<file path="src/logic/dipg_pkg.sv">
// Shared types, tables and constants of the dual-issue grouping control.
// Assumes one core clock drives every user of these definitions.
package dipg_pkg;

    // ==========================================================
    // Widths and counts
    localparam int SLICE_W = 3;
    localparam int LAT_W = 4;
    localparam int REG_W = 4;
    localparam int LANES = 2;
    localparam int FSUB_N = 4;
    localparam int LANE_DEPTH = 6;

    // Positions of a token in the lane shift chain
    localparam int POS_DEC = 0;
    localparam int POS_EXE = 1;
    localparam int POS_ACC = 2;
    localparam int POS_IWB = 3;
    localparam int POS_F0 = 1;
    localparam int POS_FWB = 5;

    // Issue cycles of each execution pattern
    localparam logic [SLICE_W-1:0] SLICES_ONE = 3'h1;
    localparam logic [SLICE_W-1:0] SLICES_JUMP = 3'h2;
    localparam logic [SLICE_W-1:0] SLICES_BTEST = 3'h3;
    localparam logic [SLICE_W-1:0] SLICES_BRMW = 3'h4;
    localparam logic [SLICE_W-1:0] SLICES_TAS = 3'h5;
    localparam logic [SLICE_W-1:0] SLICES_RTE = 3'h5;
    localparam logic [SLICE_W-1:0] SLICES_SLEEP = 3'h4;
    localparam logic [SLICE_W-1:0] SLICE_FIRST = 3'h0;
    localparam logic [SLICE_W-1:0] SLICE_TAS_SECOND = 3'h1;
    localparam logic [SLICE_W-1:0] SLICE_STEP = 3'h1;
    localparam logic [LAT_W-1:0] LAT_STEP = 4'h1;
    localparam logic [LAT_W-1:0] LAT_NONE = 4'h0;

    // ==========================================================
    // Instruction kinds as presented by the predecoder
    typedef enum logic [4:0] {
        k_mov_reg = 5'h00, k_cmp = 5'h01, k_tflag = 5'h02, k_tst_reg = 5'h03,
        k_nop = 5'h04, k_arith = 5'h05, k_branch_cond = 5'h06,
        k_unconditional_branch = 5'h07, k_float_comm_register = 5'h08,
        k_float_const = 5'h09, k_float_move = 5'h0A, k_float_absneg = 5'h0B,
        k_load_store = 5'h0C, k_translation_entry_load = 5'h0D,
        k_prefetch_op = 5'h0E, k_global_base_ls = 5'h0F, k_reg_jump = 5'h10,
        k_byte_mem_test = 5'h11, k_byte_logic_rmw = 5'h12,
        k_byte_test_and_set = 5'h13, k_exception_return = 5'h14,
        k_sleep = 5'h15, k_float_exec = 5'h16, k_serial_other = 5'h17
    } dipg_kind_type;

    typedef enum logic [2:0] {
        move_test_group = 3'h0, integer_arith_group = 3'h1, branch_group = 3'h2,
        load_store_group = 3'h3, float_exec_group = 3'h4, serialising_group = 3'h5
    } dipg_group_type;

    typedef enum logic [1:0] {
        normal_execute_stage = 2'h0, special_execute_stage = 2'h1,
        float_execute_stage = 2'h2
    } dipg_exec_type;

    typedef enum logic {no_access_stage = 1'b0, memory_access_stage = 1'b1} dipg_access_type;
    typedef enum logic {int_writeback_stage = 1'b0, float_writeback_stage = 1'b1} dipg_wb_type;

    typedef struct packed {
        logic valid;
        dipg_exec_type exe;
        dipg_access_type acc;
        dipg_wb_type wb;
        dipg_group_type grp;
        logic [SLICE_W-1:0] slice;
    } dipg_token_type;

    // ==========================================================
    // Classification tables
    function automatic dipg_group_type kind_group(input dipg_kind_type k);
        case (k)
            k_mov_reg, k_cmp, k_tflag, k_tst_reg, k_nop: kind_group = move_test_group;
            k_arith: kind_group = integer_arith_group;
            k_branch_cond, k_unconditional_branch: kind_group = branch_group;
            k_float_comm_register, k_float_const, k_float_move, k_float_absneg,
            k_load_store, k_translation_entry_load, k_prefetch_op, k_global_base_ls:
                kind_group = load_store_group;
            k_float_exec: kind_group = float_exec_group;
            default: kind_group = serialising_group;
        endcase
    endfunction

    function automatic logic [SLICE_W-1:0] kind_slices(input dipg_kind_type k);
        case (k)
            k_reg_jump: kind_slices = SLICES_JUMP;
            k_byte_mem_test: kind_slices = SLICES_BTEST;
            k_byte_logic_rmw: kind_slices = SLICES_BRMW;
            k_byte_test_and_set: kind_slices = SLICES_TAS;
            k_exception_return: kind_slices = SLICES_RTE;
            k_sleep: kind_slices = SLICES_SLEEP;
            default: kind_slices = SLICES_ONE;
        endcase
    endfunction

    function automatic dipg_exec_type slice_exec(input dipg_kind_type k);
        case (k)
            k_global_base_ls, k_byte_mem_test, k_byte_logic_rmw: slice_exec = special_execute_stage;
            k_float_exec: slice_exec = float_execute_stage;
            default: slice_exec = normal_execute_stage;
        endcase
    endfunction

    function automatic dipg_access_type slice_access(input dipg_kind_type k,
                                                     input logic [SLICE_W-1:0] s);
        logic last;
        last = (s == kind_slices(k) - SLICE_STEP);
        case (k)
            k_load_store, k_translation_entry_load, k_prefetch_op, k_global_base_ls:
                slice_access = memory_access_stage;
            k_byte_mem_test:
                slice_access = (s == SLICE_FIRST) ? memory_access_stage : no_access_stage;
            k_byte_logic_rmw:
                slice_access = (s == SLICE_FIRST || last) ? memory_access_stage : no_access_stage;
            k_byte_test_and_set:
                slice_access = (s == SLICE_FIRST || s == SLICE_TAS_SECOND || last) ?
                               memory_access_stage : no_access_stage;
            default: slice_access = no_access_stage;
        endcase
    endfunction

    function automatic dipg_wb_type kind_wb(input dipg_kind_type k);
        case (k)
            k_float_const, k_float_move, k_float_absneg, k_float_exec:
                kind_wb = float_writeback_stage;
            default: kind_wb = int_writeback_stage;
        endcase
    endfunction

    // Serialising never pairs, same group never pairs except move/test
    function automatic logic pair_ok(input dipg_group_type g0, input dipg_group_type g1);
        if (g0 == serialising_group || g1 == serialising_group) begin
            pair_ok = 1'b0;
        end else if (g0 == g1 && g0 != move_test_group) begin
            pair_ok = 1'b0;
        end else begin
            pair_ok = 1'b1;
        end
    endfunction

    function automatic dipg_token_type make_token(input logic v, input dipg_kind_type k,
                                                  input logic [SLICE_W-1:0] s);
        make_token.valid = v;
        make_token.exe = slice_exec(k);
        make_token.acc = slice_access(k, s);
        make_token.wb = kind_wb(k);
        make_token.grp = kind_group(k);
        make_token.slice = s;
    endfunction

endpackage

</file>
<file path="src/logic/dipg_slice_if.sv">
// Carrier for one issued slice from the issue sequencer into a lane.
// Assumes both ends run on the core clock.
`timescale 1ns/10ps
`default_nettype none
interface dipg_slice_if;
    import dipg_pkg::*;
    dipg_token_type tok;
    modport issue (output tok);
    modport lane (input tok);
endinterface
`default_nettype wire

</file>
<file path="src/logic/dipg_issue_ctrl.sv">
// Issue sequencer of the dual-issue in-order pipeline, with its two lanes.
// Assumes the fetch path presents two predecoded instructions in program order and
// shifts slot 1 into slot 0 when only slot 0 is taken.
`timescale 1ns/10ps
`default_nettype none
module dipg_issue_ctrl
    import dipg_pkg::*;
(
    // Clock and reset
    input wire logic clk,
    input wire logic rst,
    // Older fetched instruction
    input wire logic slot0_valid,
    input wire dipg_kind_type slot0_kind,
    input wire logic slot0_dst_valid,
    input wire logic [REG_W-1:0] slot0_dst,
    input wire logic [LAT_W-1:0] slot0_latency,
    // Younger fetched instruction
    input wire logic slot1_valid,
    input wire dipg_kind_type slot1_kind,
    input wire logic slot1_src_a_valid,
    input wire logic [REG_W-1:0] slot1_src_a,
    input wire logic slot1_src_b_valid,
    input wire logic [REG_W-1:0] slot1_src_b,
    // Fetch handshake
    output logic take0,
    output logic take1,
    output logic busy,
    // Lane stage occupancy
    output logic [LANES-1:0] dec_valid,
    output logic [LANES-1:0] exe_valid,
    output dipg_exec_type [LANES-1:0] exe_kind,
    output logic [LANES-1:0] acc_valid,
    output dipg_access_type [LANES-1:0] acc_kind,
    output logic [LANES-1:0] iwb_valid,
    output logic [LANES-1:0][FSUB_N-1:0] fsub_valid,
    output logic [LANES-1:0] fwb_valid
);

    // ==========================================================
    // Sequencer state
    typedef enum logic {st_idle = 1'b0, st_slices = 1'b1} dipg_state_type;

    dipg_state_type state_r;
    dipg_kind_type kind_r;
    logic [SLICE_W-1:0] slice_r;
    logic [SLICE_W-1:0] slices_r;
    logic [LAT_W-1:0] hold_r;
    logic raw_hit;
    logic pairable;
    logic [SLICE_W-1:0] slot0_slices;
    dipg_token_type tok [LANES];

    // Flow dependency of the younger on the older destination
    assign raw_hit = slot0_dst_valid &&
                     ((slot1_src_a_valid && slot1_src_a == slot0_dst) ||
                      (slot1_src_b_valid && slot1_src_b == slot0_dst));
    // Group table, so add followed by unconditional branch pairs
    assign pairable = pair_ok(kind_group(slot0_kind), kind_group(slot1_kind));
    assign slot0_slices = kind_slices(slot0_kind);

    // Handshakes: slot 0 always first, slot 1 only with it
    assign take0 = (state_r == st_idle) && (hold_r == LAT_NONE) && slot0_valid;
    assign take1 = take0 && slot1_valid && pairable && !raw_hit;
    assign busy = (state_r != st_idle) || (hold_r != LAT_NONE);

    // Slice stream: lane 0 carries every multi-slice instruction
    always_comb begin
        if (state_r == st_slices) begin
            tok[0] = make_token(1'b1, kind_r, slice_r);
        end else begin
            tok[0] = make_token(take0, slot0_kind, SLICE_FIRST);
        end
        tok[1] = make_token(take1, slot1_kind, SLICE_FIRST);
    end

    // Slice walk through the issue cycles of one instruction
    always_ff @(posedge clk or posedge rst) begin
        if (rst) begin
            state_r <= st_idle;
            kind_r <= k_nop;
            slice_r <= SLICE_FIRST;
            slices_r <= SLICES_ONE;
        end else begin
            case (state_r)
                st_idle: begin
                    if (take0 && slot0_slices != SLICES_ONE) begin
                        state_r <= st_slices;
                        kind_r <= slot0_kind;
                        slice_r <= SLICE_STEP;
                        slices_r <= slot0_slices;
                    end
                end
                st_slices: begin
                    if (slice_r == slices_r - SLICE_STEP) begin
                        state_r <= st_idle;
                        slice_r <= SLICE_FIRST;
                    end else begin
                        slice_r <= slice_r + SLICE_STEP;
                    end
                end
                default: begin
                    state_r <= st_idle;
                end
            endcase
        end
    end

    // Dependency hold: the split-off younger waits until the older result exists.
    // Counted from the older issue, so it overlaps any remaining slices.
    always_ff @(posedge clk or posedge rst) begin
        if (rst) begin
            hold_r <= LAT_NONE;
        end else if (take0 && !take1 && slot1_valid && raw_hit && slot0_latency > LAT_STEP) begin
            hold_r <= slot0_latency - LAT_STEP;
        end else if (hold_r != LAT_NONE) begin
            hold_r <= hold_r - LAT_STEP;
        end
    end

    // ==========================================================
    // Lanes
    for (genvar g = 0; g < LANES; g++) begin : g_lane
        dipg_slice_if slot_if ();
        assign slot_if.tok = tok[g];
        dipg_lane u_lane (
            .clk(clk),
            .rst(rst),
            .slot(slot_if.lane),
            .dec_valid(dec_valid[g]),
            .exe_valid(exe_valid[g]),
            .exe_kind(exe_kind[g]),
            .acc_valid(acc_valid[g]),
            .acc_kind(acc_kind[g]),
            .iwb_valid(iwb_valid[g]),
            .fsub_valid(fsub_valid[g]),
            .fwb_valid(fwb_valid[g])
        );
    end

endmodule
`default_nettype wire

</file>
<file path="src/logic/dipg_lane.sv">
// One issue lane: carries slice tokens through decode, execute, access and write-back.
// Assumes tokens arrive already classified; a token enters decode each cycle it is valid.
`timescale 1ns/10ps
`default_nettype none
module dipg_lane
    import dipg_pkg::*;
(
    // Clock and reset
    input wire logic clk,
    input wire logic rst,
    // Issued slice
    dipg_slice_if.lane slot,
    // Stage occupancy
    output logic dec_valid,
    output logic exe_valid,
    output dipg_exec_type exe_kind,
    output logic acc_valid,
    output dipg_access_type acc_kind,
    output logic iwb_valid,
    output logic [FSUB_N-1:0] fsub_valid,
    output logic fwb_valid
);

    // ==========================================================
    // Token chain
    dipg_token_type pipe_r [LANE_DEPTH];

    // Integer tokens retire after write-back; float tokens run on through F3 and float write-back
    always_ff @(posedge clk or posedge rst) begin
        if (rst) begin
            for (int i = 0; i < LANE_DEPTH; i++) begin
                pipe_r[i] <= '0;
            end
        end else begin
            pipe_r[POS_DEC] <= slot.tok;
            for (int i = 1; i < LANE_DEPTH; i++) begin
                pipe_r[i] <= pipe_r[i-1];
                if (i > POS_IWB && pipe_r[i-1].exe != float_execute_stage) begin
                    pipe_r[i].valid <= 1'b0;
                end
            end
        end
    end

    // ==========================================================
    // Stage decode from the chain registers
    assign dec_valid = pipe_r[POS_DEC].valid;
    assign exe_valid = pipe_r[POS_EXE].valid && pipe_r[POS_EXE].exe != float_execute_stage;
    assign exe_kind = pipe_r[POS_EXE].exe;
    assign acc_valid = pipe_r[POS_ACC].valid && pipe_r[POS_ACC].exe != float_execute_stage;
    assign acc_kind = pipe_r[POS_ACC].acc;
    assign iwb_valid = pipe_r[POS_IWB].valid && pipe_r[POS_IWB].exe != float_execute_stage;
    assign fwb_valid = pipe_r[POS_FWB].valid && pipe_r[POS_FWB].exe == float_execute_stage;

    // Float sub-stages F0..F3
    always_comb begin
        for (int i = 0; i < FSUB_N; i++) begin
            fsub_valid[i] = pipe_r[POS_F0+i].valid && pipe_r[POS_F0+i].exe == float_execute_stage;
        end
    end

endmodule
`default_nettype wire

</file>
<file path="config.mk">
export PLATFORM = sky130hd
export DESIGN_NAME = dipg_issue_ctrl
export DESIGN_NICKNAME = d
export VERILOG_FILES = /design/src/logic/dipg_pkg.sv /design/src/logic/dipg_slice_if.sv /design/src/logic/dipg_issue_ctrl.sv /design/src/logic/dipg_lane.sv
export SDC_FILE = /design/constraint.sdc
export NUM_CORES = 1
export LEC_CHECK = 0
export BUFFER_PORTS_ARGS = -buffer_cell sky130_fd_sc_hd__buf_2
export CORE_ASPECT_RATIO = 1.2
export CORE_MARGIN = 1
export CORE_UTILIZATION = 46
export CTS_CLUSTER_SIZE = 12
export DETAILED_ROUTE_END_ITERATION = 8
export PLACE_DENSITY = 0.69
export SLEW_MARGIN = 20
export SYNTH_ARGS = -nofsm -noshare
export SYNTH_HDL_FRONTEND = slang
export SYNTH_SLANG_ARGS = --single-unit
</file>
<file path="constraint.sdc">
create_clock -name clk -period 2.3 [get_ports clk]
set_clock_uncertainty 0.1 [all_clocks]
set_input_delay 0.23 -clock clk [delete_from_list [all_inputs] [get_ports clk]]
set_output_delay 0.23 -clock clk [all_outputs]
set_load 0.01 [all_outputs]
</file>
## Word level (Yosys, flattened, before mapping)

Memories as Yosys holds them, arrays and structs flattened.
Index checks and enable logic that the tools add are counted.

- Bits in read-only memories: 384
- Memories kept: 4
- Input bits: 33
- Output and inout port bits: 27
- Logic and storage cells: 195
- Register bits after elaboration: 58

Memories:

| name | words | width | read ports | clocked after memory_dff | write ports | RTL line | text |
|---|---|---|---|---|---|---|---|
| (name not given) | 32 | 3 | 1 | 0 | 0 | dipg_pkg.sv:75 | `case (k)` |
| (name not given) | 32 | 3 | 1 | 0 | 0 | dipg_pkg.sv:75 |  |
| (name not given) | 32 | 3 | 1 | 0 | 0 | dipg_pkg.sv:75 |  |
| (name not given) | 32 | 3 | 1 | 0 | 0 | dipg_pkg.sv:75 |  |

- Reduce and logical (&&, ||, !) cells: 56
- Multiplexer cells: 29
- Order comparisons: 1
- Add/sub/neg operators: 5
- Bitwise gates (word level): 1
- Equality and inequality tests: 64

Operators with widths:

| cell | count |
|---|---|
| $eq 5x4->1 const B | 18 |
| $eq 5x5->1 const B | 18 |
| $logic_and 1x1->1 | 30 |
| $pmux 3 s4 | 2 |
| $eq 2x2->1 const B | 10 |
| $ne 2x2->1 const B | 8 |
| $mux 1 | 15 |
| $reduce_or 7->1 | 2 |
| $pmux 2 s2 | 3 |
| $reduce_or 4->1 | 3 |
| $mux 11 | 1 |
| $eq 3x3->1 | 3 |
| $mux 3 | 3 |
| $reduce_or 3->1 | 3 |
| $eq 4x4->1 | 2 |
| $mux 4 | 2 |
| $reduce_or 2->1 | 4 |
| $sub 4x1->4 const B | 2 |
| $eq 3x3->1 const B | 2 |
| $logic_or 1x1->1 | 6 |
| $pmux 3 s2 | 1 |
| $sub 3x1->3 const B | 2 |
| $gt 4x1->1 const B | 1 |
| $logic_not 4->1 | 1 |
| 13 further kinds | 14 |

## Depth between registers and ports, before layout

Gate-level depths: netlist (run 1).
An unclocked memory read counts as a cell.

- Depth in word-level cells: 13
- Depth in mapped cells: 7
- Depth with buffers taken out: 7

## By module

A second synthesis (run 1) with hierarchy kept.

- Cells, all modules: 276
- Area total of the unflattened synthesis: 2877.8 um2

By module, submodules not included:

| module | seq. area each (um2) | instances | area an instance (um2) | cells each |
|---|---|---|---|---|
| dipg_issue_ctrl | 402.9 | 1 | 1654.1 | 202 |
| dipg_lane | 525.5 | 2 | 611.8 | 37 |

## Least setup slack after synthesis (run 1)

No wires, ideal clock.

- Path type: flip-flop to output port
- From: register hold_r[0]
- To: output take1
- Arrival time: 1.933 ns
- Buffers on the path: 0
- Setup slack: 0.037 ns
- Stages on the path, launching flop included: 7
- Required time: 1.970 ns
- Cells stage by stage: dfrtp_1 -> inv_1 -> ha_1 -> nor3b_4 -> and2_4 -> nand3_1 -> a2111oi_0

- Word-level cells in the longest chain between the ends: 6

Ends and longest elaborated chain:

| element | RTL line | text |
|---|---|---|
| from (decl) | dipg_issue_ctrl.sv:48 | `logic [LAT_W-1:0] hold_r;` |
| from (signal assigned) | dipg_issue_ctrl.sv:115 | `hold_r <= slot0_latency - LAT_STEP;` |
| from (signal assigned) | dipg_issue_ctrl.sv:117 | `hold_r <= hold_r - LAT_STEP;` |
| $logic_not 4->1 | dipg_issue_ctrl.sv:63 | `assign take0 = (state_r == st_idle) && (hold_r == LAT_NONE) && slot0_valid;` |
| $logic_and 1x1->1 (2 in series) | dipg_issue_ctrl.sv:63 |  |
| via take0 | dipg_issue_ctrl.sv:26 | `output logic take0,` |
| $logic_and 1x1->1 (3 in series) | dipg_issue_ctrl.sv:64 | `assign take1 = take0 && slot1_valid && pairable && !raw_hit;` |
| to (decl) | dipg_issue_ctrl.sv:27 | `output logic take1,` |

The timed path passes the listed nets, and every way through them passes these cells.

## Final worst setup path (run 1)

- From: register hold_r[1]
- To: output take1

- Word-level cells in the longest chain between the ends: 6

Ends and longest elaborated chain:

| element | RTL line |
|---|---|
| $logic_not 4->1 | dipg_issue_ctrl.sv:63 |
| $logic_and 1x1->1 (2 in series) | dipg_issue_ctrl.sv:63 |
| $logic_and 1x1->1 (3 in series) | dipg_issue_ctrl.sv:64 |

Every way passes these cells.

==> results of run 1 <==
==> cell families (layout without fill, tap and decap cells) <==
group           Yosys count  count (layout)  synth area share [%]
mux                       4               4                  1.73
xor+xnor                 18              18                  6.30
buf+inv                  40             103                  7.71
simple gates             74              74                  15.0
flops                    58              58                  53.0
fa+ha+maj                 9               9                  4.11
compound gates           48              48                  12.2
==> critical path: cells and delay by family (launching register included) <==
kind,cells,cell delay (ns)
AND/OR/NAND/NOR,3,0.48
adder cells (fa/ha/maj),1,0.16
flip-flops,1,0.38
AO/OA/AOI/OAI,1,0.23
buffers and inverters,2,0.27
==> layer usage <==
metal  up-vias  track usage, %  share of wire, %
li1        956               -                 -
met1       922            20.1                43
met2        52            27.4                51
met3         4            5.12               5.1
met4         0            5.88              0.84
met5         -               0                 0
==> power groups by stage <==
stage	logic, µW	clock network, µW	registers [µW]
4_1_cts	970	1050	1420
5_1_grt	1080	1090	1460
2_1_floorplan	782	0	1390
3_3_place_gp	930	0	1430
6_report	972	1030	1420
3_5_place_dp	958	0	1440
==> final timing paths <==
| kind | from | slack (ns) | depth (start not counted) | endpoint |
|---|---|---|---|---|
| setup / recovery | hold_r[1] | 0.11 | 7 | take1 |
| hold / removal | slot0_latency[0] | 0.03 | 2 | hold_r[0] |
| setup reg to reg | slices_r[0] | 0.25 | 7 | slice_r[2] |
| hold reg to reg | g_lane[1].u_lane.pipe_r[62] | 0.25 | 0 | g_lane[1].u_lane.pipe_r[51] |
| max in group asynchronous | rst | 1.05 | 4 | kind_r[2] |
| min in group asynchronous | rst | 0.38 | 3 | g_lane[1].u_lane.pipe_r[32] |
==> synth_stat cells, drive strengths merged, types with 5 or more instances <==
cell	count	share of area, %
inv	21	2.9
and3	6	1.4
nor3	7	1.3
ha	9	4.1
xnor2	9	2.9
xor2	8	2.6
dfrtp	56	51
a21oi	6	1.2
nand2	15	2.1
a21boi	6	1.6
nor2	17	2.3
nand3	5	0.91
o21ai	16	2.9
buf	17	4.6
==> per-stage QoR <==
stage	cells	area, µm²	total power (µW)	utilization [%]	hold WS, ns
floorplan	251	2740	2170	-	0.191
global placement	375	3040	2360	53.2	0.174
detailed placement	375	3040	2400	53.2	0.176
CTS	392	3270	3440	57.3	0.0186
global route	394	3300	3630	57.8	0.0314
finish	394	3300	3420	57.8	0.0269
==> cells in the final DEF (no fill, tap or decap), types with 4 or more instances in the layout <==
| cell | count |
|---|---|
| nor2b_1 | 4 |
| nand2_1 | 15 |
| clkbuf_8 | 10 |
| xnor2_1 | 9 |
| o21ai_0 | 15 |
| nor3_1 | 7 |
| and3_1 | 6 |
| buf_2 | 59 |
| a21oi_1 | 5 |
| a31oi_1 | 4 |
| buf_4 | 6 |
| xor2_1 | 8 |
| nor2_1 | 17 |
| nand2b_1 | 4 |
| nand3_1 | 5 |
| a21boi_0 | 6 |
| dfrtp_1 | 56 |
| inv_1 | 19 |
| ha_1 | 9 |
==> flip-flops by register name (all words and copies together) (netlist names) <==
signal / flops
g_lane.u_lane.dec_valid: 2
hold_r: 4
slices_r: 3
state_r: 1
g_lane.u_lane.acc_kind: 2
slice_r: 3
g_lane.u_lane.pipe_r: 34
g_lane.u_lane.exe_kind: 4
kind_r: 5
==> timing repair <==
| action | 4_1_cts | 5_1_grt |
|---|---|---|
| setup buffers | 0 | 2 |
| hold buffers | 1 | 0 |
| endpoints found under the hold margin | 22 | 0 |
| gates resized for setup | 2 | 2 |
| gates cloned | 0 | 0 |
| endpoints found under the setup margin | 1 | 1 |
==> final cells by class <==
type | count | area, µm² | share of cell area, %
Clock buffer | 11 | 141 | 4.29
Clock inverter | 5 | 77.6 | 2.35
Inverter | 21 | 78.8 | 2.39
Multi-Input combinational cell | 153 | 1100 | 33.2
Sequential cell | 58 | 1450 | 44.1
Tap cell | 80 | 100 | 3.03
Timing Repair Buffer | 66 | 350 | 10.6
==> impl_metrics.csv, run 1 <==
group,metric,value,unit
power_and_ir_drop,power_frac_seq,41.5,%
power_and_ir_drop,power.clock.fraction,30.0,%
timing,final.min_clock_period,2.19,ns
global_route,grt_pass1_vias,1839,
cells_and_area,fillers,525,
critical_path,cp-end-kind,"primary output",
global_route,overflow,0,
clocking,cts_tree,"yes",
clocking,clkLatencyLatePin,0.32,ns
worst_hold_path,hold_path.class,"input pin to flip-flop",
die,die-area,6280,µm²
routing,finalWirelength,5010,µm
power_and_ir_drop,leakagePower,0.00168,µW
timing,rsz0062_at_grt,"false",
power_and_ir_drop,power_density,1040,nW/µm²
power_and_ir_drop,combPwrFrac,28.4,%
clocking,cts_max_path_buffers,2,
die,rows,30,
power_and_ir_drop,ir_worst_vdd,0.613,mV
timing,clock.fmax,0.458,GHz
clocking,cts_sinks,58,
timing,worst_slew_pin_slew,0.552,ns
routing,antenna_left,0,
routing,drt-vias-per-instance,4.91,
global_route,grt_pass1_wl,7940,µm
power_and_ir_drop,internal_power,2370,µW
timing,drv_slew,0,
run_status,outcome,"complete, no violations",
critical_path,critPathMaxFanout,3,
die,start_util,48.1,%
clocking,htree_levels,3,
place,dp_slack,0.265,ns
place,portBuffers,59,
synthesis,ys.flop_type,"dfrtp_1",
die,die_height,86.6,µm
critical_path,startpoint_type,"flip-flop",
timing,setup_viol,0,
timing,finalHoldViolCount,0,
critical_path,critPathKind,"flip-flop to primary output",
die,io_pins,60,
global_route,grt_usage,16.5,%
synthesis,synthArstFlopShare,100,%
place,place.gp.congestion,0.804,
die,core-area,5710,µm²
synthesis,syn-cell-area,2740,µm²
routing,drtIter0Drc,85,
synthesis,postSynthAreaPerCell,10.9,µm²
cells_and_area,nets,351,
die,die_w,72.5,µm
timing,setup_ws,0.115,ns
routing,first_pass_iters,4,
power_and_ir_drop,sw_frac_of_total,30.7,%
power_and_ir_drop,switchingPower,1050,µW
critical_path,worst_ep_required_time,1.97,ns
synthesis,ys_seq_area_share,53.0,%
routing,drc,0,
critical_path,crit_chain,"inv_1, ha_1, nor3b_4, and2_4, nand3_1, a2111oi_4, buf_2",
global_route,grt_max_degree,25,
timing,fin_crit_sh,95.0,%
cells_and_area,layout-drive-gt1-share,31.5,%
synthesis,ys_seq_elements,58,
critical_path,critPathArrivalTime,1.86,ns
synthesis,syn-num-nets,293,
cells_and_area,syn_to_final_growth,20.3,%
run,cap_violations,0,
clocking,clockRootBuffer,"clkbuf_8",
global_route,antenna_found_initial,0,
place,hpwl,3750,µm
synthesis,synth_edf_count,0,
timing,tns,0,ns
timing,slew_headroom,62.9,%
synthesis,yosys_warnings,0,
routing,vias,1934,
clocking,path_clk_slew,0.07,ns
routing,routedWlPerCell,12.7,µm
critical_path,cpMaxStageDelayCell,"dfrtp_1",
clocking,cts_made_buffers,9,
critical_path,cpPeakStageDelay,0.38,ns
synthesis,netlist-cell-type-count,51,
synthesis,syn_inst,251,
cells_and_area,antennaDiodeCount,0,
Note: power is estimated with default switching activity, not from simulation.
==> run 2: changes to the inputs <==
Settings changed: CTS_BUF_LIST set to sky130_fd_sc_hd__clkbuf_16, SETUP_SLACK_MARGIN set to 0.2.
==> run 2 against run 1 <==
Compared with the run above:
- worst setup slack better by 0.099 ns
- final cell count grew 1.5%
- die area unchanged
- critical path depth did not move
- utilization increased by 3.2 points
- wire length up 4.7%
- sequential power is essentially flat
- total power is 14% higher
- via count increased by 3.6%
- sequential share of layout area decreased by 2.3 points
- cell area is 5.5% higher
==> impl_metrics.csv, run 2 (synthesized netlist as in run 1, its figures left out) <==
group,metric,value,unit
run_status,outcome,"complete, no violations",
clocking,cts_made_buffers,9,
die,start_util,48.1,%
cells_and_area,fillers,499,
critical_path,critPathArrivalTime,1.76,ns
routing,routedWlPerCell,13.1,µm
cells_and_area,syn_to_final_growth,26.9,%
routing,drt-vias-per-instance,5.01,
cells_and_area,final_util,61.0,%
cells_and_area,antennaDiodeCount,0,
place,dp.cells,374,
timing,finalHoldViolCount,0,
cells_and_area,top_regs,"g_lane.u_lane.pipe_r (34), kind_r (5)",
timing,worst_slew_pin_slew,0.579,ns
critical_path,cp-end-kind,"primary output",
routing,finalWirelength,5250,µm
cells_and_area,max_flop_register,"g_lane.u_lane.pipe_r",
power_and_ir_drop,leakagePower,0.00176,µW
power_and_ir_drop,ir_worst_vdd,0.688,mV
critical_path,crit_start,"hold_r[0]",
timing,tns,0,ns
clocking,path_clk_slew,0.05,ns
global_route,use_met2,32.0,%
clocking,clkLatencyLatePin,0.32,ns
die,rows,30,
global_route,grt_usage,19.0,%
global_route,grt_pass1_wl,8850,µm
clocking,clockRootBuffer,"clkbuf_16",
timing,slew_headroom,61.3,%
global_route,overflow,0,
worst_hold_path,worstHoldStart,"slot0_latency[0]",
critical_path,r2r_start,"hold_r[0]",
critical_path,worst_ep_required_time,1.97,ns
die,die-area,6280,µm²
cells_and_area,fin_cells,400,
global_route,grtUsageMet3,4.77,%
cells_and_area,layout-drive-gt1-share,33.4,%
cells_and_area,final_common_cell,"buf_2",
timing,clock.fmax,0.479,GHz
timing,fin_crit_sh,90.7,%
global_route,use_met1,21.8,%
die,io_pins,60,
run,cap_violations,0,
routing,drtIter0Drc,95,
timing,setup_ws,0.213,ns
worst_hold_path,hold_path.class,"input pin to flip-flop",
global_route,grt_most_used_layer,"met2",
routing,vias,2003,
clocking,htree_levels,3,
critical_path,rrSetupSlack,0.42,ns
place,hpwl,3690,µm
clocking,cts_tree,"yes",
die,die_height,86.6,µm
place,dp_slack,0.231,ns
die,die_w,72.5,µm
routing,first_pass_iters,4,
critical_path,startpoint_type,"flip-flop",
timing,final.min_clock_period,2.09,ns
timing,drv_slew,0,
place,place.gp.congestion,0.798,
power_and_ir_drop,power_density,1120,nW/µm²
routing,drc,0,
cells_and_area,largest_reg_flops,34,
global_route,antenna_found_initial,0,
critical_path,critPathMaxFanout,2,
cells_and_area,layout_common_cells,"59 x buf_2, 56 x dfrtp_1, 19 x inv_1, 17 x nor2_1",
timing,setup_viol,0,
global_route,grt_pass1_vias,1964,
global_route,grt_max_degree,32,
place,portBuffers,59,
clocking,cts_sinks,58,
die,core-area,5710,µm²
clocking,cts_max_path_buffers,2,
critical_path,critPathKind,"flip-flop to primary output",
routing,antenna_left,0,
cells_and_area,nets,357,
timing,rsz0062_at_grt,"true",
[run 2: changes by cell type in the layout (fill, tap and decap cells not counted), sizes merged]
cell,change
inv,+1
buf,+6
clkbuf,-2
clkinv,+1
[run 2: cell type report]
class / instances / area (µm²) / share of cell area, %
clock buffer: 9 / 225 / 6.47
clock inverter: 7 / 85.1 / 2.44
inverter: 21 / 78.8 / 2.26
multi-input combinational: 153 / 1130 / 32.5
sequential: 58 / 1450 / 41.8
tap: 80 / 100 / 2.88
timing repair buffer: 72 / 408 / 11.7
[run 2: report_power, final]
| group | internal, µW | switching (µW) | total, µW |
|---|---|---|---|
| Clock | 933 | 427 | 1360 |
| Sequential | 1240 | 191 | 1430 |
| Combinational | 566 | 536 | 1100 |
[run 2: path summary, 6_finish.rpt]
path / endpoint / cells past startpoint
max in group asynchronous: kind_r[2] / 4
worst max register to register: hold_r[1] / 8
worst min register to register: g_lane[0].u_lane.exe_kind[1] / 0
worst max-delay path: take1 / 7
min in group asynchronous: g_lane[0].u_lane.pipe_r[9] / 3
worst min-delay path: hold_r[0] / 2
[run 2: critical path: stages, from the launching register on]
cell	delay, ns
dfrtp_1	0.38
inv_2	0.08
ha_4	0.13
nor3b_4	0.18
and2_4	0.19
nand3_4	0.07
a2111oi_4	0.21
buf_2	0.19
[run 2: metal layers]
layer	routed length, µm	share of wire [%]
met5	0	0
met4	59	1.1
met3	293	5.6
met2	2730	52
met1	2170	41
[run 2: per-stage QoR]
| stage | hold WS (ns) | power, µW | area [µm²] |
|---|---|---|---|
| after floorplan | 0.191 | 2170 | 2750 |
| after CTS | 0.0188 | 3880 | 3450 |
| after global routing | 0.0447 | 4160 | 3480 |
| final | 0.0253 | 3900 | 3480 |
| after detailed placement | 0.233 | 2410 | 3050 |
| after global placement | 0.221 | 2380 | 3050 |
[run 2: repair_timing]
| action | in CTS | in global routing |
|---|---|---|
| gates resized for setup | 7 | 1 |
| hold endpoints to repair | 27 | 0 |
| setup buffers | 6 | 3 |
| pin swaps | 2 | 4 |
| endpoints found under the setup margin | 1 | 2 |
| hold buffers | 1 | 0 |
==> run 3: changes to the inputs <==
==> constraint.sdc (replaced) <==
create_clock -name clk -period 2.3 [get_ports clk]
set_clock_uncertainty 0.1 [all_clocks]
set_input_delay 0.345 -clock clk [delete_from_list [all_inputs] [get_ports clk]]
set_output_delay 0.345 -clock clk [all_outputs]
set_load 0.01 [all_outputs]
==> run 3 against run 2 <==
Compared with the run above:
- sequential share of layout area is essentially flat
- wire length shrank 0.44%
- global-route usage grew 0.48 points
- critical path depth is the same
- largest cell class unchanged
- register-to-register slack lost 0.23 ns
- worst hold slack gained 0.12 ns
- total power grew 2.4%
- utilization grew 0.066 points
- largest power group is now the clock network
==> impl_metrics.csv, run 3 (synthesized netlist as in run 1, its figures left out) <==
group,metric,value,unit
cells_and_area,layout_common_cells,"58 x buf_2, 56 x dfrtp_1, 18 x inv_1, 17 x nor2_1",
timing,rsz0062_at_grt,"true",
clocking,clkLatencyLatePin,0.32,ns
timing,drv_slew,0,
die,core-area,5710,µm²
die,start_util,48.1,%
critical_path,worst_ep_required_time,1.86,ns
critical_path,rrSetupSlack,0.19,ns
global_route,overflow,0,
cells_and_area,final_util,61.1,%
die,die_height,86.6,µm
timing,fin_crit_sh,97.2,%
critical_path,crit_chain,"inv_2, ha_4, nor3b_4, and2_4, nand3_4, a2111oi_4, buf_2",
cells_and_area,top_regs,"g_lane.u_lane.pipe_r (34), kind_r (5)",
routing,routedWlPerCell,13.2,µm
routing,finalWirelength,5220,µm
critical_path,startpoint_type,"flip-flop",
cells_and_area,final_area,3480,µm²
routing,drtIter0Drc,77,
cells_and_area,antennaDiodeCount,0,
global_route,grt_usage,19.5,%
cells_and_area,largest_reg_flops,34,
timing,clock.fmax,0.447,GHz
global_route,grt_max_degree,38,
die,io_pins,60,
critical_path,crit_buf_inv,2,
cells_and_area,layout-drive-gt1-share,32.8,%
critical_path,critPathMaxFanout,2,
timing,final.min_clock_period,2.24,ns
clocking,cts_tree,"yes",
timing,setup_viol,0,
power_and_ir_drop,leakagePower,0.00176,µW
global_route,antenna_found_initial,0,
timing,hold_ws,0.147,ns
power_and_ir_drop,ir_worst_vdd,0.582,mV
critical_path,critPathArrivalTime,1.79,ns
worst_hold_path,hold_path.class,"input pin to flip-flop",
routing,drt-vias-per-instance,4.96,
critical_path,cpMaxStageDelayCell,"dfrtp_1",
routing,drc,0,
clocking,cts_sinks,58,
die,die_w,72.5,µm
routing,vias,1971,
die,die-area,6280,µm²
clocking,cts_made_buffers,9,
clocking,clockRootBuffer,"clkbuf_16",
place,hpwl,3660,µm
clocking,htree_levels,3,
critical_path,critPathKind,"flip-flop to primary output",
routing,antenna_left,0,
routing,first_pass_iters,5,
timing,finalHoldViolCount,0,
power_and_ir_drop,power_density,1150,nW/µm²
cells_and_area,final_common_cell,"buf_2",
cells_and_area,fin_cells,397,
place,dp.cells,374,
timing,worst_slew_pin_slew,0.528,ns
place,place.gp.congestion,0.811,
cells_and_area,syn_to_final_growth,27.1,%
critical_path,crit_family,"simple AND/OR/NAND/NOR gates",
cells_and_area,max_flop_register,"g_lane.u_lane.pipe_r",
place,portBuffers,59,
critical_path,cp-end-kind,"primary output",
place,dpl_cell_area,3050,µm²
timing,slew_headroom,64.5,%
run_status,outcome,"complete, no violations",
clocking,path_clk_slew,0.05,ns
global_route,grt_pass1_vias,1959,
power_and_ir_drop,total_power,3990,µW
global_route,grt_pass1_wl,8930,µm
clocking,cts_max_path_buffers,2,
run,cap_violations,0,
die,rows,30,
cells_and_area,nets,355,
critical_path,cpPeakStageDelay,0.39,ns
[run 3: report_power, final]
group	total [µW]	internal (µW)	switching, µW
combinational	1080	569	512
sequential	1430	1240	188
clock	1480	1040	436
total	3990	2860	1130
[run 3: worst paths after layout]
path	from	to	cells after the start
worst max-delay path	hold_r[0]	take1	7
max in group asynchronous	rst	slices_r[0]	4
worst min register to register	g_lane[0].u_lane.pipe_r[64]	g_lane[0].u_lane.exe_kind[1]	0
worst min-delay path	slot0_latency[0]	hold_r[0]	2
worst max register to register	hold_r[0]	slice_r[2]	10
min in group asynchronous	rst	g_lane[1].u_lane.exe_kind[0]	3
[run 3: repair_timing]
action,CTS,global route
setup endpoints to repair,2,7
endpoints found under the hold margin,21,0
pin swaps,2,1
gates resized for setup,8,1
setup buffers,6,1
hold buffers,1,0
[run 3: layer usage]
metal  up-vias  track usage (%)  routed length, µm
met5         -                0                  0
met4         0             9.80                 78
met3         8             7.67                289
met2        54             31.3               2620
met1       938             22.6               2240
li1        971                -                  -
[run 3: area by class of cell]
| cell class | count | area, µm² |
|---|---|---|
| clock inverter | 6 | 106 |
| multi-input combinational | 153 | 1120 |
| clock buffer | 9 | 225 |
| fill | 479 | 2220 |
| timing repair buffer | 70 | 399 |
| inverter | 21 | 78.8 |
| tap | 80 | 100 |
| sequential | 58 | 1450 |
[run 3: through the flow]
step / setup slack [ns] / setup TNS [ns]
2_1_floorplan: 0.235 / 0
3_3_place_gp: 0.351 / 0
3_5_place_dp: 0.261 / 0
4_1_cts: 0.0285 / 0
5_1_grt: -0.0139 / -0.0139
6_report: 0.0647 / 0
[run 3: worst reg2reg max path: cells and delay by family, from the launching register on]
| kind | cells | cell delay, ns |
|---|---|---|
| adder cells (fa/ha/maj) | 1 | 0.13 |
| buffers and inverters | 4 | 0.47 |
| AO/OA/AOI/OAI | 2 | 0.20 |
| flip-flops | 1 | 0.39 |
| AND/OR/NAND/NOR | 3 | 0.70 |
